### src/verilog/ocr_defines.svh
// constants of the output control routing block
`ifndef OCR_DEFINES_SVH
`define OCR_DEFINES_SVH

// controlled outputs: two general-purpose pins, then four high-voltage outputs
`define OCR_NUM_OUT    6
`define OCR_NUM_GP     2
`define OCR_NUM_HV     4
`define OCR_IDX_GP2    0
`define OCR_IDX_GP3    1
`define OCR_IDX_HV0    2
`define OCR_NUM_HCM    4
`define OCR_NUM_DIR    12
`define OCR_NUM_GPIN   6

// routing select codes (4 bits)
`define OCR_RT_W       4
`define OCR_RT_LINK    4'h0
`define OCR_RT_I2C     4'h1
`define OCR_RT_GPIN0   4'h2
`define OCR_RT_VCA     4'h8
`define OCR_RT_VCB     4'h9
`define OCR_RT_CUR1    4'ha
`define OCR_RT_HVCUR   4'hb
`define OCR_RT_HCM0    4'hc

// trip point select of the first hysteretic module
`define OCR_TRIP_W     3
`define OCR_NUM_TRIP   8
// static control mux select width
`define OCR_SSEL_W     3

// reset level of every output but the pin pull-low enables, and of held link values
`define OCR_RST_BIT    1'b0
`define OCR_PIN_LOW    1'b0

`endif

### src/verilog/ocr_pkg.sv
// types and shared functions of the output control routing block
`include "ocr_defines.svh"

package ocr_pkg;

  // state of the device end
  typedef struct packed {
    logic [`OCR_NUM_OUT-1:0] lk_static;   // link static values, held
    logic [`OCR_NUM_HCM-1:0] lk_hyst_en;  // link hysteretic enables, held
    logic [`OCR_NUM_HCM-2:0] lk_cmp_sel;  // link comparator selects, held
    logic [`OCR_TRIP_W-1:0]  lk_trip;     // link dynamic trip point, held
    logic [`OCR_NUM_GP-1:0]  gp_oe;       // pin pull-low enables
    logic [`OCR_NUM_HV-1:0]  hv_sw;       // high-voltage direct switches
    logic [`OCR_NUM_HV-1:0]  pwm_gate;    // pulse-width stage enables
    logic [`OCR_NUM_OUT-1:0] out_state;   // output states reported back
  } ocr_dev_state_t;

  // state of the controller end
  typedef struct packed {
    logic [`OCR_NUM_OUT-1:0] static_val;
    logic [`OCR_NUM_HCM-1:0] hyst_en;
    logic [`OCR_NUM_HCM-2:0] cmp_sel;
    logic [`OCR_TRIP_W-1:0]  trip_sel;
    logic [`OCR_NUM_OUT-1:0] out_state;
  } ocr_host_state_t;

  // routing mux: one of twelve direct signals or one of four module outputs
  function automatic logic ocr_route(input logic [`OCR_RT_W-1:0]   sel,
                                     input logic [`OCR_NUM_DIR-1:0] dir,
                                     input logic [`OCR_NUM_HCM-1:0] hysteretic_control_module);
    if (sel >= `OCR_RT_HCM0) begin
      return hysteretic_control_module[sel[1:0]];
    end
    return dir[sel];
  endfunction

  // static control mux: picks one link static bit, out of range reads low
  function automatic logic ocr_static(input logic [`OCR_SSEL_W-1:0]  sel,
                                      input logic [`OCR_NUM_OUT-1:0] val);
    if (sel < `OCR_SSEL_W'(`OCR_NUM_OUT)) begin
      return val[sel];
    end
    return `OCR_RST_BIT;
  endfunction

endpackage
### src/verilog/ocr_link_if.sv
// expander link between the device end and the controller end
`timescale 1ns/10ps
`default_nettype none
`include "ocr_defines.svh"

interface ocr_link_if;
  logic [`OCR_NUM_OUT-1:0] static_val;  // controller static value per output
  logic [`OCR_NUM_HCM-1:0] hyst_en;     // hysteretic enable per module
  logic [`OCR_NUM_HCM-2:0] cmp_sel;     // comparator B select, modules 2..4
  logic [`OCR_TRIP_W-1:0]  trip_sel;    // dynamic trip point of module 1
  logic [`OCR_NUM_OUT-1:0] out_state;   // output states back to controller

  modport dev (input static_val, input hyst_en, input cmp_sel, input trip_sel,
               output out_state);
  modport host (output static_val, output hyst_en, output cmp_sel, output trip_sel,
                input out_state);
endinterface
`default_nettype wire

### src/verilog/ocr_device.sv
// device end: output control routing for two pins and four high-voltage outputs
//
// Operation
// - controls pins 2, 3 and four high-voltage outputs
// - each output direct or hysteretic controlled
// - direct sources: register, pins, fast comparators
// - controller drives any output over link
// - hysteretic output follows feedback against set-point
// - controller selectable as feedback source
// - routing mux: twelve direct or four modules
// - polarity stage passes or inverts selection
// - pulse-width mode: polarity gates generator, else switch
// - pins 2, 3 follow polarity stage output
// - module 1 fixed or dynamic trip point
// - module 1 inverts filtered current comparator
// - hysteretic enable picks comparator or static mux
// - static mux normally picks own output bit
// - modules 2..4 select comparator A or B
// - modules 2..4 invert comparator mux output
// - module monitors: current one, voltage five, six
// - pins 5..10 reach routing unregistered
`timescale 1ns/10ps
`default_nettype none
`include "ocr_defines.svh"

module ocr_device
  import ocr_pkg::*;
(
  input  wire logic                    sys_clk,          // system clock
  input  wire logic                    rst_b,            // async reset, active low
  ocr_link_if.dev                      link,             // expander link
  // direct sources
  input  wire logic [`OCR_NUM_OUT-1:0] i2c_ctrl,         // register bit per output
  input  wire logic [`OCR_NUM_GPIN-1:0] gpin,            // pins 5..10 as inputs
  input  wire logic                    fvc_a,            // fast voltage comparator a
  input  wire logic                    fvc_b,            // fast voltage comparator b
  input  wire logic                    fast_cur1,        // fast first current comparator
  input  wire logic                    fast_hvcur,       // fast high-voltage current comp
  // glitch-filtered monitor comparators
  input  wire logic [`OCR_NUM_TRIP-1:0] hvcur_trip_cmp,  // hv current, one per trip point
  input  wire logic                    cur1_cmp_a,       // first current monitor, comp a
  input  wire logic                    cur1_cmp_b,       // first current monitor, comp b
  input  wire logic                    fifth_voltage_monitor_cmp_a,      // fifth voltage monitor, comp a
  input  wire logic                    fifth_voltage_monitor_cmp_b,      // fifth voltage monitor, comp b
  input  wire logic                    sixth_voltage_monitor_cmp_a,      // sixth voltage monitor, comp a
  input  wire logic                    sixth_voltage_monitor_cmp_b,      // sixth voltage monitor, comp b
  // configuration, static during operation
  input  wire logic [`OCR_NUM_OUT-1:0][`OCR_RT_W-1:0] cfg_route,     // routing select
  input  wire logic [`OCR_NUM_OUT-1:0]                cfg_invert,    // polarity invert
  input  wire logic [`OCR_NUM_HV-1:0]                 cfg_pwm_en,    // pulse-width mode
  input  wire logic                                   cfg_trip_dyn,  // module 1 dynamic trip
  input  wire logic [`OCR_TRIP_W-1:0]                 cfg_trip_fix,  // module 1 fixed trip
  input  wire logic [`OCR_NUM_HCM-1:0][`OCR_SSEL_W-1:0] cfg_static_sel, // static mux select
  // outputs
  output logic      [`OCR_NUM_GP-1:0]  gp_o,             // pins 2, 3 drive value (low)
  output logic      [`OCR_NUM_GP-1:0]  gp_oe,            // pins 2, 3 pull-low enable
  output logic      [`OCR_NUM_HV-1:0]  hv_on,            // high-voltage output switch
  output logic      [`OCR_NUM_HV-1:0]  pwm_gate          // pulse-width stage enable
);

  ocr_dev_state_t st_r;
  ocr_dev_state_t st_nxt;

  // combinational nets of the routing path
  logic [`OCR_NUM_HCM-1:0] hcm_out;
  logic [`OCR_NUM_HCM-1:0] hcm_cmp;
  logic [`OCR_NUM_OUT-1:0] pol_out;
  logic [`OCR_TRIP_W-1:0]  trip_pick;
  logic [`OCR_NUM_HCM-1:0] hcm_static;
  logic [`OCR_NUM_DIR-1:0] dir_shared;
  logic                    cur1_pick;
  logic                    fifth_voltage_monitor_pick;
  logic                    sixth_voltage_monitor_pick;

  // module 1 trip point: fixed configuration or controller choice
  always_comb begin
    if (cfg_trip_dyn) begin
      trip_pick = st_r.lk_trip;
    end else begin
      trip_pick = cfg_trip_fix;
    end
  end

  // module 2: first current monitor, comparator a or b
  always_comb begin
    if (st_r.lk_cmp_sel[0]) begin
      cur1_pick = cur1_cmp_b;
    end else begin
      cur1_pick = cur1_cmp_a;
    end
  end

  // module 3: fifth voltage monitor, comparator a or b
  always_comb begin
    if (st_r.lk_cmp_sel[1]) begin
      fifth_voltage_monitor_pick = fifth_voltage_monitor_cmp_b;
    end else begin
      fifth_voltage_monitor_pick = fifth_voltage_monitor_cmp_a;
    end
  end

  // module 4: sixth voltage monitor, comparator a or b
  always_comb begin
    if (st_r.lk_cmp_sel[2]) begin
      sixth_voltage_monitor_pick = sixth_voltage_monitor_cmp_b;
    end else begin
      sixth_voltage_monitor_pick = sixth_voltage_monitor_cmp_a;
    end
  end

  // feedback per module, inverted so a reading below set-point turns on
  always_comb begin
    hcm_cmp[0] = ~hvcur_trip_cmp[trip_pick];
    hcm_cmp[1] = ~cur1_pick;
    hcm_cmp[2] = ~fifth_voltage_monitor_pick;
    hcm_cmp[3] = ~sixth_voltage_monitor_pick;
  end

  // static control mux per module, inputs all from the link
  always_comb begin
    for (int h = 0; h < `OCR_NUM_HCM; h++) begin
      hcm_static[h] = ocr_static(cfg_static_sel[h], st_r.lk_static);
    end
  end

  // hysteretic enable mux: comparator path or static control mux
  always_comb begin
    for (int h = 0; h < `OCR_NUM_HCM; h++) begin
      if (st_r.lk_hyst_en[h]) begin
        hcm_out[h] = hcm_cmp[h];
      end else begin
        hcm_out[h] = hcm_static[h];
      end
    end
  end

  // direct sources common to every output, unregistered fast path
  always_comb begin
    dir_shared                = '0;
    dir_shared[`OCR_RT_GPIN0 +: `OCR_NUM_GPIN] = gpin;
    dir_shared[`OCR_RT_VCA]   = fvc_a;
    dir_shared[`OCR_RT_VCB]   = fvc_b;
    dir_shared[`OCR_RT_CUR1]  = fast_cur1;
    dir_shared[`OCR_RT_HVCUR] = fast_hvcur;
  end

  // routing mux and polarity stage, one per controlled output
  always_comb begin
    logic [`OCR_NUM_DIR-1:0] dir;
    dir = '0;
    for (int o = 0; o < `OCR_NUM_OUT; o++) begin
      dir                = dir_shared;
      dir[`OCR_RT_LINK]  = st_r.lk_static[o];
      dir[`OCR_RT_I2C]   = i2c_ctrl[o];
      pol_out[o] = ocr_route(cfg_route[o], dir, hcm_out) ^ cfg_invert[o];
    end
  end

  // next state: hold link values, drive outputs from polarity stage
  always_comb begin
    st_nxt            = st_r;
    // link values held: one cycle of normal latency
    st_nxt.lk_static  = link.static_val;
    st_nxt.lk_hyst_en = link.hyst_en;
    st_nxt.lk_cmp_sel = link.cmp_sel;
    st_nxt.lk_trip    = link.trip_sel;
    // polarity results reported back over the link
    st_nxt.out_state  = pol_out;
    // pins 2 and 3: on releases the pin, off pulls it low
    st_nxt.gp_oe[0]   = ~pol_out[`OCR_IDX_GP2];
    st_nxt.gp_oe[1]   = ~pol_out[`OCR_IDX_GP3];
    // high-voltage: pulse-width stage gate or direct switch
    for (int v = 0; v < `OCR_NUM_HV; v++) begin
      if (cfg_pwm_en[v]) begin
        st_nxt.pwm_gate[v] = pol_out[`OCR_IDX_HV0 + v];
        st_nxt.hv_sw[v]    = `OCR_RST_BIT;
      end else begin
        st_nxt.pwm_gate[v] = `OCR_RST_BIT;
        st_nxt.hv_sw[v]    = pol_out[`OCR_IDX_HV0 + v];
      end
    end
  end

  // state register; reset leaves every output off
  always_ff @(posedge sys_clk or negedge rst_b) begin
    if (!rst_b) begin
      st_r       <= '0;
      st_r.gp_oe <= '1;  // pins pulled low while off
    end else begin
      st_r <= st_nxt;
    end
  end

  // pull-low enables from flops; open-drain pins only ever drive low
  assign gp_o           = {`OCR_NUM_GP{`OCR_PIN_LOW}};
  assign gp_oe          = st_r.gp_oe;

  // high-voltage stage and reported states
  assign hv_on          = st_r.hv_sw;
  assign pwm_gate       = st_r.pwm_gate;
  assign link.out_state = st_r.out_state;

endmodule // ocr_device
`default_nettype wire

### src/flat_wrapper.sv
// flat-port wrapper written by rule: the top's interface ports become plain ports
module ocr_device_flat import ocr_pkg::*;
  (sys_clk, rst_b, i2c_ctrl, gpin, fvc_a, fvc_b, fast_cur1, fast_hvcur, hvcur_trip_cmp, cur1_cmp_a, cur1_cmp_b, fifth_voltage_monitor_cmp_a, fifth_voltage_monitor_cmp_b, sixth_voltage_monitor_cmp_a, sixth_voltage_monitor_cmp_b, cfg_route, cfg_invert, cfg_pwm_en, cfg_trip_dyn, cfg_trip_fix, cfg_static_sel, gp_o, gp_oe, hv_on, pwm_gate, link_static_val, link_hyst_en, link_cmp_sel, link_trip_sel, link_out_state);
  ocr_link_if link_i ();
  input  wire logic sys_clk;
  input  wire logic rst_b;
  input  wire logic [`OCR_NUM_OUT-1:0] i2c_ctrl;
  input  wire logic [`OCR_NUM_GPIN-1:0] gpin;
  input  wire logic fvc_a;
  input  wire logic fvc_b;
  input  wire logic fast_cur1;
  input  wire logic fast_hvcur;
  input  wire logic [`OCR_NUM_TRIP-1:0] hvcur_trip_cmp;
  input  wire logic cur1_cmp_a;
  input  wire logic cur1_cmp_b;
  input  wire logic fifth_voltage_monitor_cmp_a;
  input  wire logic fifth_voltage_monitor_cmp_b;
  input  wire logic sixth_voltage_monitor_cmp_a;
  input  wire logic sixth_voltage_monitor_cmp_b;
  input  wire logic [`OCR_NUM_OUT-1:0][`OCR_RT_W-1:0] cfg_route;
  input  wire logic [`OCR_NUM_OUT-1:0] cfg_invert;
  input  wire logic [`OCR_NUM_HV-1:0] cfg_pwm_en;
  input  wire logic cfg_trip_dyn;
  input  wire logic [`OCR_TRIP_W-1:0] cfg_trip_fix;
  input  wire logic [`OCR_NUM_HCM-1:0][`OCR_SSEL_W-1:0] cfg_static_sel;
  output logic      [`OCR_NUM_GP-1:0] gp_o;
  output logic      [`OCR_NUM_GP-1:0] gp_oe;
  output logic      [`OCR_NUM_HV-1:0] hv_on;
  output logic      [`OCR_NUM_HV-1:0] pwm_gate;
  input wire logic [$bits(link_i.static_val)-1:0] link_static_val;
  input wire logic [$bits(link_i.hyst_en)-1:0] link_hyst_en;
  input wire logic [$bits(link_i.cmp_sel)-1:0] link_cmp_sel;
  input wire logic [$bits(link_i.trip_sel)-1:0] link_trip_sel;
  output wire logic [$bits(link_i.out_state)-1:0] link_out_state;
  assign link_i.static_val = link_static_val;
  assign link_i.hyst_en = link_hyst_en;
  assign link_i.cmp_sel = link_cmp_sel;
  assign link_i.trip_sel = link_trip_sel;
  assign link_out_state = link_i.out_state;
  ocr_device u_core (.sys_clk(sys_clk), .rst_b(rst_b), .link(link_i), .i2c_ctrl(i2c_ctrl), .gpin(gpin), .fvc_a(fvc_a), .fvc_b(fvc_b), .fast_cur1(fast_cur1), .fast_hvcur(fast_hvcur), .hvcur_trip_cmp(hvcur_trip_cmp), .cur1_cmp_a(cur1_cmp_a), .cur1_cmp_b(cur1_cmp_b), .fifth_voltage_monitor_cmp_a(fifth_voltage_monitor_cmp_a), .fifth_voltage_monitor_cmp_b(fifth_voltage_monitor_cmp_b), .sixth_voltage_monitor_cmp_a(sixth_voltage_monitor_cmp_a), .sixth_voltage_monitor_cmp_b(sixth_voltage_monitor_cmp_b), .cfg_route(cfg_route), .cfg_invert(cfg_invert), .cfg_pwm_en(cfg_pwm_en), .cfg_trip_dyn(cfg_trip_dyn), .cfg_trip_fix(cfg_trip_fix), .cfg_static_sel(cfg_static_sel), .gp_o(gp_o), .gp_oe(gp_oe), .hv_on(hv_on), .pwm_gate(pwm_gate));
endmodule
### config.mk
export PLATFORM = sky130hd
export DESIGN_NAME = ocr_device_flat
export DESIGN_NICKNAME = d
export VERILOG_FILES = /design/src/verilog/ocr_pkg.sv /design/src/verilog/ocr_link_if.sv /design/src/verilog/ocr_device.sv /design/src/flat_wrapper.sv
export VERILOG_INCLUDE_DIRS = /design/src /design/src/verilog
export SDC_FILE = /design/constraint.sdc
export NUM_CORES = 1
export LEC_CHECK = 0
export BUFFER_PORTS_ARGS = -buffer_cell sky130_fd_sc_hd__buf_2
export CAP_MARGIN = 20
export CORE_ASPECT_RATIO = 1.1
export CORE_MARGIN = 3
export CORE_UTILIZATION = 33
export CTS_BUF_LIST = sky130_fd_sc_hd__clkbuf_8
export CTS_CLUSTER_DIAMETER = 100
export DETAILED_ROUTE_END_ITERATION = 7
export REMOVE_ABC_BUFFERS = 1
export SYNTH_ARGS = -nofsm -noshare
export SYNTH_HDL_FRONTEND = slang
export SYNTH_SLANG_ARGS = --single-unit
### constraint.sdc
create_clock -name sys_clk -period 7.32 [get_ports sys_clk]
set_clock_uncertainty 0.2 [all_clocks]
set_input_delay 0.366 -clock sys_clk [delete_from_list [all_inputs] [get_ports sys_clk]]
set_output_delay 0.366 -clock sys_clk [all_outputs]
set_load 0.05 [all_outputs]
==> results.py, run 1 <==
metrics = {
    "cells_and_area": {
        "nNetsFinal": 453,
        "post-route-util_pct": 44.7,
        "stdcell_count": 461,
        "syn2layout_area_growth_pct": 31.3,
        "drive_above_1_share_pct": 43.3,
        "antenna_cells": 0,
        "final_common_cell": "buf_2",
        "final_cell_mix": "buf_2, dfrtp_1, mux2i_1",
        "postLayoutCellArea_um2": 3360,
    },
    "power_and_ir_drop": {
        "max-vdd-ir-drop_v": 0.0000724,
        "p_leak_nw": 1.54,
        "p_int_w": 0.000350,
        "power_frac_seq_pct": 36.3,
        "power.density_nw_per_um2": 167,
        "total_power_w": 0.000562,
        "pwr-share-comb_pct": 38.3,
        "clkPwrFrac_pct": 25.4,
        "swShare_pct": 37.6,
        "power_switching_w": 0.000212,
    },
    "floorplanning": {
        "die_h_um": 98.4,
        "io_pins": 116,
        "core-area_um2": 7510,
        "die_w_um": 90.0,
        "die_area_um2": 8850,
        "initial_core_util_pct": 34.1,
        "num_rows": 33,
    },
    "critical_path": {
        "crit_fanout": 5,
        "crit_chain": "mux2i_2 -> mux4_2 -> a211o_1 -> a211o_1 -> a311oi_4 -> mux2_1",
        "required_ns": 7.29,
        "crit_arrival_ns": 2.86,
        "worstSetupEndpointType": "flop",
        "critPathSlowestCell": "mux4_2",
        "start_kind": "flop",
        "max_stage_delay_ns": 0.54,
        "cpMostUsedCell": "a211o_1",
        "crit_type": "flop to flop",
        "rr_worst_depth": 6,
        "cp_top_family": "multiplexers",
        "critPathBufInv": 0,
        "path_depth": 6,
    },
    "sta": {
        "rsz0062_at_grt": "no",
        "hold_violations": 0,
        "fin_tns_setup_ns": 0,
        "finalMaxSlewViolations": 0,
        "setup_viol_count_final": 0,
        "worst_slew_pin_slew_ns": 0.826,
        "fin_crit_sh_pct": 39.5,
        "slew_headroom_pct": 44.9,
        "fmax_mhz": 346,
        "layout_min_cycle_time_ns": 2.89,
    },
    "job": {
        "max_cap_violations": 0,
    },
    "drt": {
        "drt_pass1_iterations": 4,
        "via_per_inst": 5.22,
        "routedWlPerCell_um": 16.2,
        "dr_total_vias": 2405,
        "drc_errors": 0,
        "drt.antenna.violating_nets": 0,
        "drtIter0Drc": 182,
        "routed_wl_mm": 7.45,
    },
    "clock_network": {
        "cts_resized": 0,
        "cts.sinks": 32,
        "cts_tree": "built",
        "cts_buffers": 5,
        "cts.htree.levels": 2,
        "cts_hold_buf": 17,
        "cts_setup_buffers": 0,
        "cts_buffer_depth": 2,
        "worstSkewPairLatency_ns": 0.29,
        "cts.clk_slew.worst_paths_ns": 0.07,
        "cts_root_buffer": "clkbuf_8",
    },
    "hold_path": {
        "holdPathStages": 2,
        "hold_class": "primary input to flop",
    },
    "logic_synthesis": {
        "synth-main-ff-cell": "dfrtp_1",
        "syn_area_um2": 2560,
        "synth-edff-count": 0,
        "synth_top_area_cell": "dfrtp_1",
        "synthDistinctLibCells": 45,
        "syn_inst": 241,
        "yosysTopAreaCellShare_pct": 29.3,
        "synth_area_leaders": "dfrtp_1, mux4_2, mux2i_1, buf_4, mux2_2",
        "yosysSeqAreaShare_pct": 31.4,
        "yosysWarnings": 0,
        "synth.ff_latch_count": 32,
        "synth-async-reset-ratio_pct": 100,
        "postSynthAreaPerCell_um2": 10.6,
    },
    "placement": {
        "place.gp.congestion": 0.816,
        "dp_hpwl_mm": 5.87,
        "dp.cells": 436,
        "portBuffers": 113,
        "post_dp_cell_area_um2": 3100,
    },
    "outcome": {
        "status": "finished, final reports clean",
    },
    "global_routing": {
        "grt.overflow.total": 0,
        "grt_pass1_wl_mm": 12.1,
        "grt_pass1_vias": 2458,
        "track_usage_pct": 17.2,
        "antenna_found_initial": 0,
        "grt_start_max_net_pins": 33,
    },
}
==> flip-flops by register name (all words and copies together), names as in the netlist <==
register / count
u_core.st_r: 16
u_core.hv_on: 4
u_core.pwm_gate: 4
u_core.gp_oe: 2
u_core.link.out_state: 6
==> logic make-up after synthesis <==
kind of cell | after synthesis | share of synthesized area [%]
and+or+nand+nor | 65 | 13.3
AOI/OAI and AO/OA | 54 | 16.5
muxes | 49 | 29.0
buffers and inverters | 35 | 7.92
DFF | 32 | 31.4
xor gates and xnor gates | 5 | 1.71
other | 1 | 0.146
==> Yosys cell counts, types with 6 or more instances <==
cell	n
mux4_2	19
buf_4	19
dfrtp_1	30
mux2_2	7
o21ai_0	6
nand3_1	13
inv_1	11
nand3b_1	9
nor2_1	11
mux2i_1	21
nand2_1	12
==> per-layer routing <==
| layer | up-vias | share of wire, % | global-route usage, % |
|---|---|---|---|
| met5 | - | 0 | 0 |
| met4 | 0 | 1.7 | 4.83 |
| met3 | 11 | 7.1 | 4.16 |
| met2 | 95 | 50 | 29.7 |
| met1 | 1156 | 41 | 21.4 |
| li1 | 1143 | - | - |
==> metrics by stage <==
stage	setup WS, ns	hold slack, ns
2_1_floorplan	4.54	-0.130
3_3_place_gp	4.22	0.261
3_5_place_dp	4.16	0.266
4_1_cts	4.40	0.0305
5_1_grt	4.32	0.0344
6_report	4.43	0.0304
==> power groups by stage <==
| stage | clock (W) | combinational [W] | sequential, W |
|---|---|---|---|
| finish | 0.000142 | 0.000215 | 0.000204 |
| floorplan | 0 | 0.0000846 | 0.000256 |
| CTS | 0.000145 | 0.000216 | 0.000204 |
| global placement | 0 | 0.000206 | 0.000208 |
| detailed placement | 0 | 0.000209 | 0.000208 |
| global route | 0.000152 | 0.000233 | 0.000206 |
==> worst paths after layout <==
check / end / start / slack (ns)
worst max-delay path: u_core.hv_on[1] / u_core.st_r[16] / 4.43
worst min-delay path: u_core.hv_on[3] / cfg_pwm_en[3] / 0.03
worst max register to register: u_core.hv_on[1] / u_core.st_r[16] / 4.43
worst min register to register: u_core.pwm_gate[3] / u_core.st_r[22] / 0.71
max in group asynchronous: u_core.st_r[23] / rst_b / 6.00
min in group asynchronous: u_core.st_r[19] / rst_b / 0.47
==> final cells by class <==
type / count / area (um2)
inverter: 11 / 41.3
sequential: 32 / 803
clock inverter: 3 / 23.8
timing repair buffer: 130 / 736
clock buffer: 5 / 68.8
fill: 762 / 4150
tap: 105 / 131
multi-input combinational: 175 / 1560
Note: power is estimated with default switching activity, not from simulation.
==> run 2, diff against run 1 <==
ABC_AREA = 1   (was not set)
clock period = 2.9 ns   (was 7.32 ns; I/O delays follow)
==> results.py, run 2 <==
metrics = {
    "clock_network": {
        "cts_buffer_depth": 2,
        "cts_buffers": 5,
        "cts_root_buffer": "clkbuf_8",
        "cts.htree.levels": 2,
        "cts_setup_buffers": 0,
        "cts.sinks": 32,
        "cts.clk_slew.worst_paths_ns": 0.08,
        "cts_resized": 0,
        "worstSkewPairLatency_ns": 0.29,
        "cts_tree": "built",
    },
    "floorplanning": {
        "die_h_um": 99.9,
        "core-area_um2": 7640,
        "io_pins": 116,
        "initial_core_util_pct": 34.7,
        "die_area_um2": 9130,
        "num_rows": 33,
        "die_w_um": 91.4,
    },
    "global_routing": {
        "grt_pass1_wl_mm": 13.8,
        "track_usage_pct": 18.5,
        "grt_pass1_vias": 3014,
        "grt_start_max_net_pins": 33,
        "grt.overflow.total": 0,
        "antenna_found_initial": 0,
    },
    "cells_and_area": {
        "syn2layout_area_growth_pct": 34.7,
        "final_common_cell": "buf_2",
        "ff_latch_area_um2": 803,
        "nNetsFinal": 646,
        "post-route-util_pct": 46.7,
        "multi_input_area_um2": 1390,
        "stdcell_count": 654,
        "nFillCells": 810,
        "largest_reg_flops": 16,
        "drive_above_1_share_pct": 24.4,
        "final_cell_mix": "buf_2, nand2_1, inv_1",
        "top_register": "u_core.st_r",
        "antenna_cells": 0,
    },
    "job": {
        "max_cap_violations": 0,
    },
    "drt": {
        "drt_pass1_iterations": 4,
        "top_layer": "met4",
        "met3WireLength_um": 452,
        "wl_met1_mm": 3.59,
        "drt.antenna.violating_nets": 0,
        "drc_errors": 0,
        "dr_total_vias": 3091,
        "routedWlPerCell_um": 12.7,
        "via_per_inst": 4.73,
        "route.met2.wl_mm": 4.08,
        "routed_wl_mm": 8.29,
        "drtIter0Drc": 224,
    },
    "sta": {
        "finalMaxSlewViolations": 0,
        "worst_slew_pin_slew_ns": 0.719,
        "fin_tns_setup_ns": 0,
        "layout_min_cycle_time_ns": 2.52,
        "rsz0062_at_grt": "no",
        "setup_viol_count_final": 0,
        "fmax_mhz": 397,
        "hold_violations": 0,
        "setup_ws_ns": 0.379,
        "fin_crit_sh_pct": 86.9,
        "slew_headroom_pct": 52.1,
    },
    "power_and_ir_drop": {
        "max-vdd-ir-drop_v": 0.000223,
        "p_leak_nw": 2.06,
        "power.density_nw_per_um2": 407,
    },
    "logic_synthesis": {
        "synth-async-reset-ratio_pct": 100,
        "synth_area_leaders": "dfrtp_1, nand2_1, inv_1, o21ai_0, nand3_1",
        "syn_area_um2": 2650,
        "synth-main-ff-cell": "dfrtp_1",
        "synth_top_area_cell": "dfrtp_1",
        "synth.ff_latch_count": 32,
        "yosysTopAreaCellShare_pct": 28.4,
        "ys_top_cells_by_count": "nand2_1, inv_1, o21ai_0, nand3_1",
        "postSynthAreaPerCell_um2": 6.26,
        "synth-edff-count": 0,
        "syn_inst": 423,
        "yosysWarnings": 0,
        "synthDistinctLibCells": 28,
        "yosysMostFrequentCell": "nand2_1",
        "yosysSeqAreaShare_pct": 30.3,
    },
    "critical_path": {
        "worstSetupEndpointType": "flop",
        "max_stage_delay_ns": 0.55,
        "critPathBufInv": 3,
        "crit_chain": "inv_1 -> o21ai_0 -> nand2_1 -> o21bai_1 -> inv_1 -> nand2_1 -> nand3_1 -> nand3_1 -> nand2_1 -> nand2_2 -> nand3_2 -> nand2_1 -> nor2_1 -> dlygate4sd3_1",
        "crit_arrival_ns": 2.49,
        "critPathSlowestCell": "dlygate4sd3_1",
        "rrSetupSlack_ns": 0.38,
        "start_kind": "flop",
        "crit_fanout": 6,
        "crit_type": "flop to flop",
        "required_ns": 2.87,
        "cpMostUsedCell": "nand2_1",
        "cp_top_family": "simple AND/OR/NAND/NOR gates",
    },
    "outcome": {
        "status": "finished, final reports clean",
    },
    "placement": {
        "place.gp.congestion": 0.869,
        "place_ws_ns": 0.856,
        "dp_hpwl_mm": 6.64,
        "dp.cells": 619,
        "portBuffers": 113,
    },
    "hold_path": {
        "hold_class": "primary input to flop",
    },
}
## run 2: cell types whose count changed in the layout (fill, tap and decap cells not counted), moves of 10 or more
cell,before,now
nand2_1,12,105
inv_1,11,77
o21ai_0,6,49
nand3_1,13,45
a21oi_1,5,30
mux2i_1,21,0
mux4_2,19,0
dlygate4sd3_1,17,27
nor2_1,11,21
## run 2: repair_timing
item | CTS | global route
setup endpoints to repair | 0 | 0
hold endpoints to repair | 61 | 0
hold buffers | 27 | 0
## run 2: kinds of logic after synthesis
logic type / Yosys count / share of synthesized area [%]
compound gates: 104 / 21.9
buf+inv: 102 / 17.5
simple gates: 184 / 30.2
flops: 32 / 30.3
other cells: 1 / 0.142
## run 2: worst paths after layout
check                                           end            start  depth (start not counted)
max                                 u_core.hv_on[1]  u_core.st_r[30]                         14
min                                 u_core.gp_oe[1]     cfg_route[7]                          4
max reg2reg                         u_core.hv_on[1]  u_core.st_r[30]                         14
min reg2reg                         u_core.gp_oe[0]  u_core.st_r[22]                          7
max in group asynchronous  u_core.link.out_state[0]            rst_b                          2
min in group asynchronous           u_core.st_r[16]            rst_b                          2
## run 2: layout make-up
class,count,area share (%)
Clock buffer,5,1.93
Clock inverter,3,1.30
Inverter,79,8.31
Multi-Input combinational cell,290,38.8
Sequential cell,32,22.5
Tap cell,105,3.68
Timing Repair Buffer,140,23.4
## run 2: power by group
part	switching, W	internal (W)	leakage [nW]
Clock	0.000190	0.000259	0.0548
Combinational	0.000327	0.000178	1.63
Sequential	0.0000138	0.000485	0.379
## run 2: per-layer routing
metal	up-vias	global-route usage, %
met5	-	0
met4	0	7.42
met3	13	3.75
met2	93	32.2
met1	1390	22.2
li1	1595	-
## run 2: worst register-to-register path, stage by stage (launching register included)
cell	delay, ns
dfrtp_1	0.36
inv_1	0.11
o21ai_0	0.17
nand2_1	0.07
o21bai_1	0.12
inv_1	0.05
nand2_1	0.21
nand3_1	0.11
nand3_1	0.09
nand2_1	0.08
nand2_2	0.07
nand3_2	0.05
nand2_1	0.11
nor2_1	0.05
dlygate4sd3_1	0.55
## run 2: metrics by stage
stage	hold slack [ns]	instance area [um2]	power [W]
global route	0.0147	3570	0.00155
global placement	0.0488	3180	0.000979
detailed placement	0.0518	3180	0.000983
finish	0.00484	3570	0.00145
floorplan	-0.351	2480	0.000801
CTS	0.00340	3570	0.00147
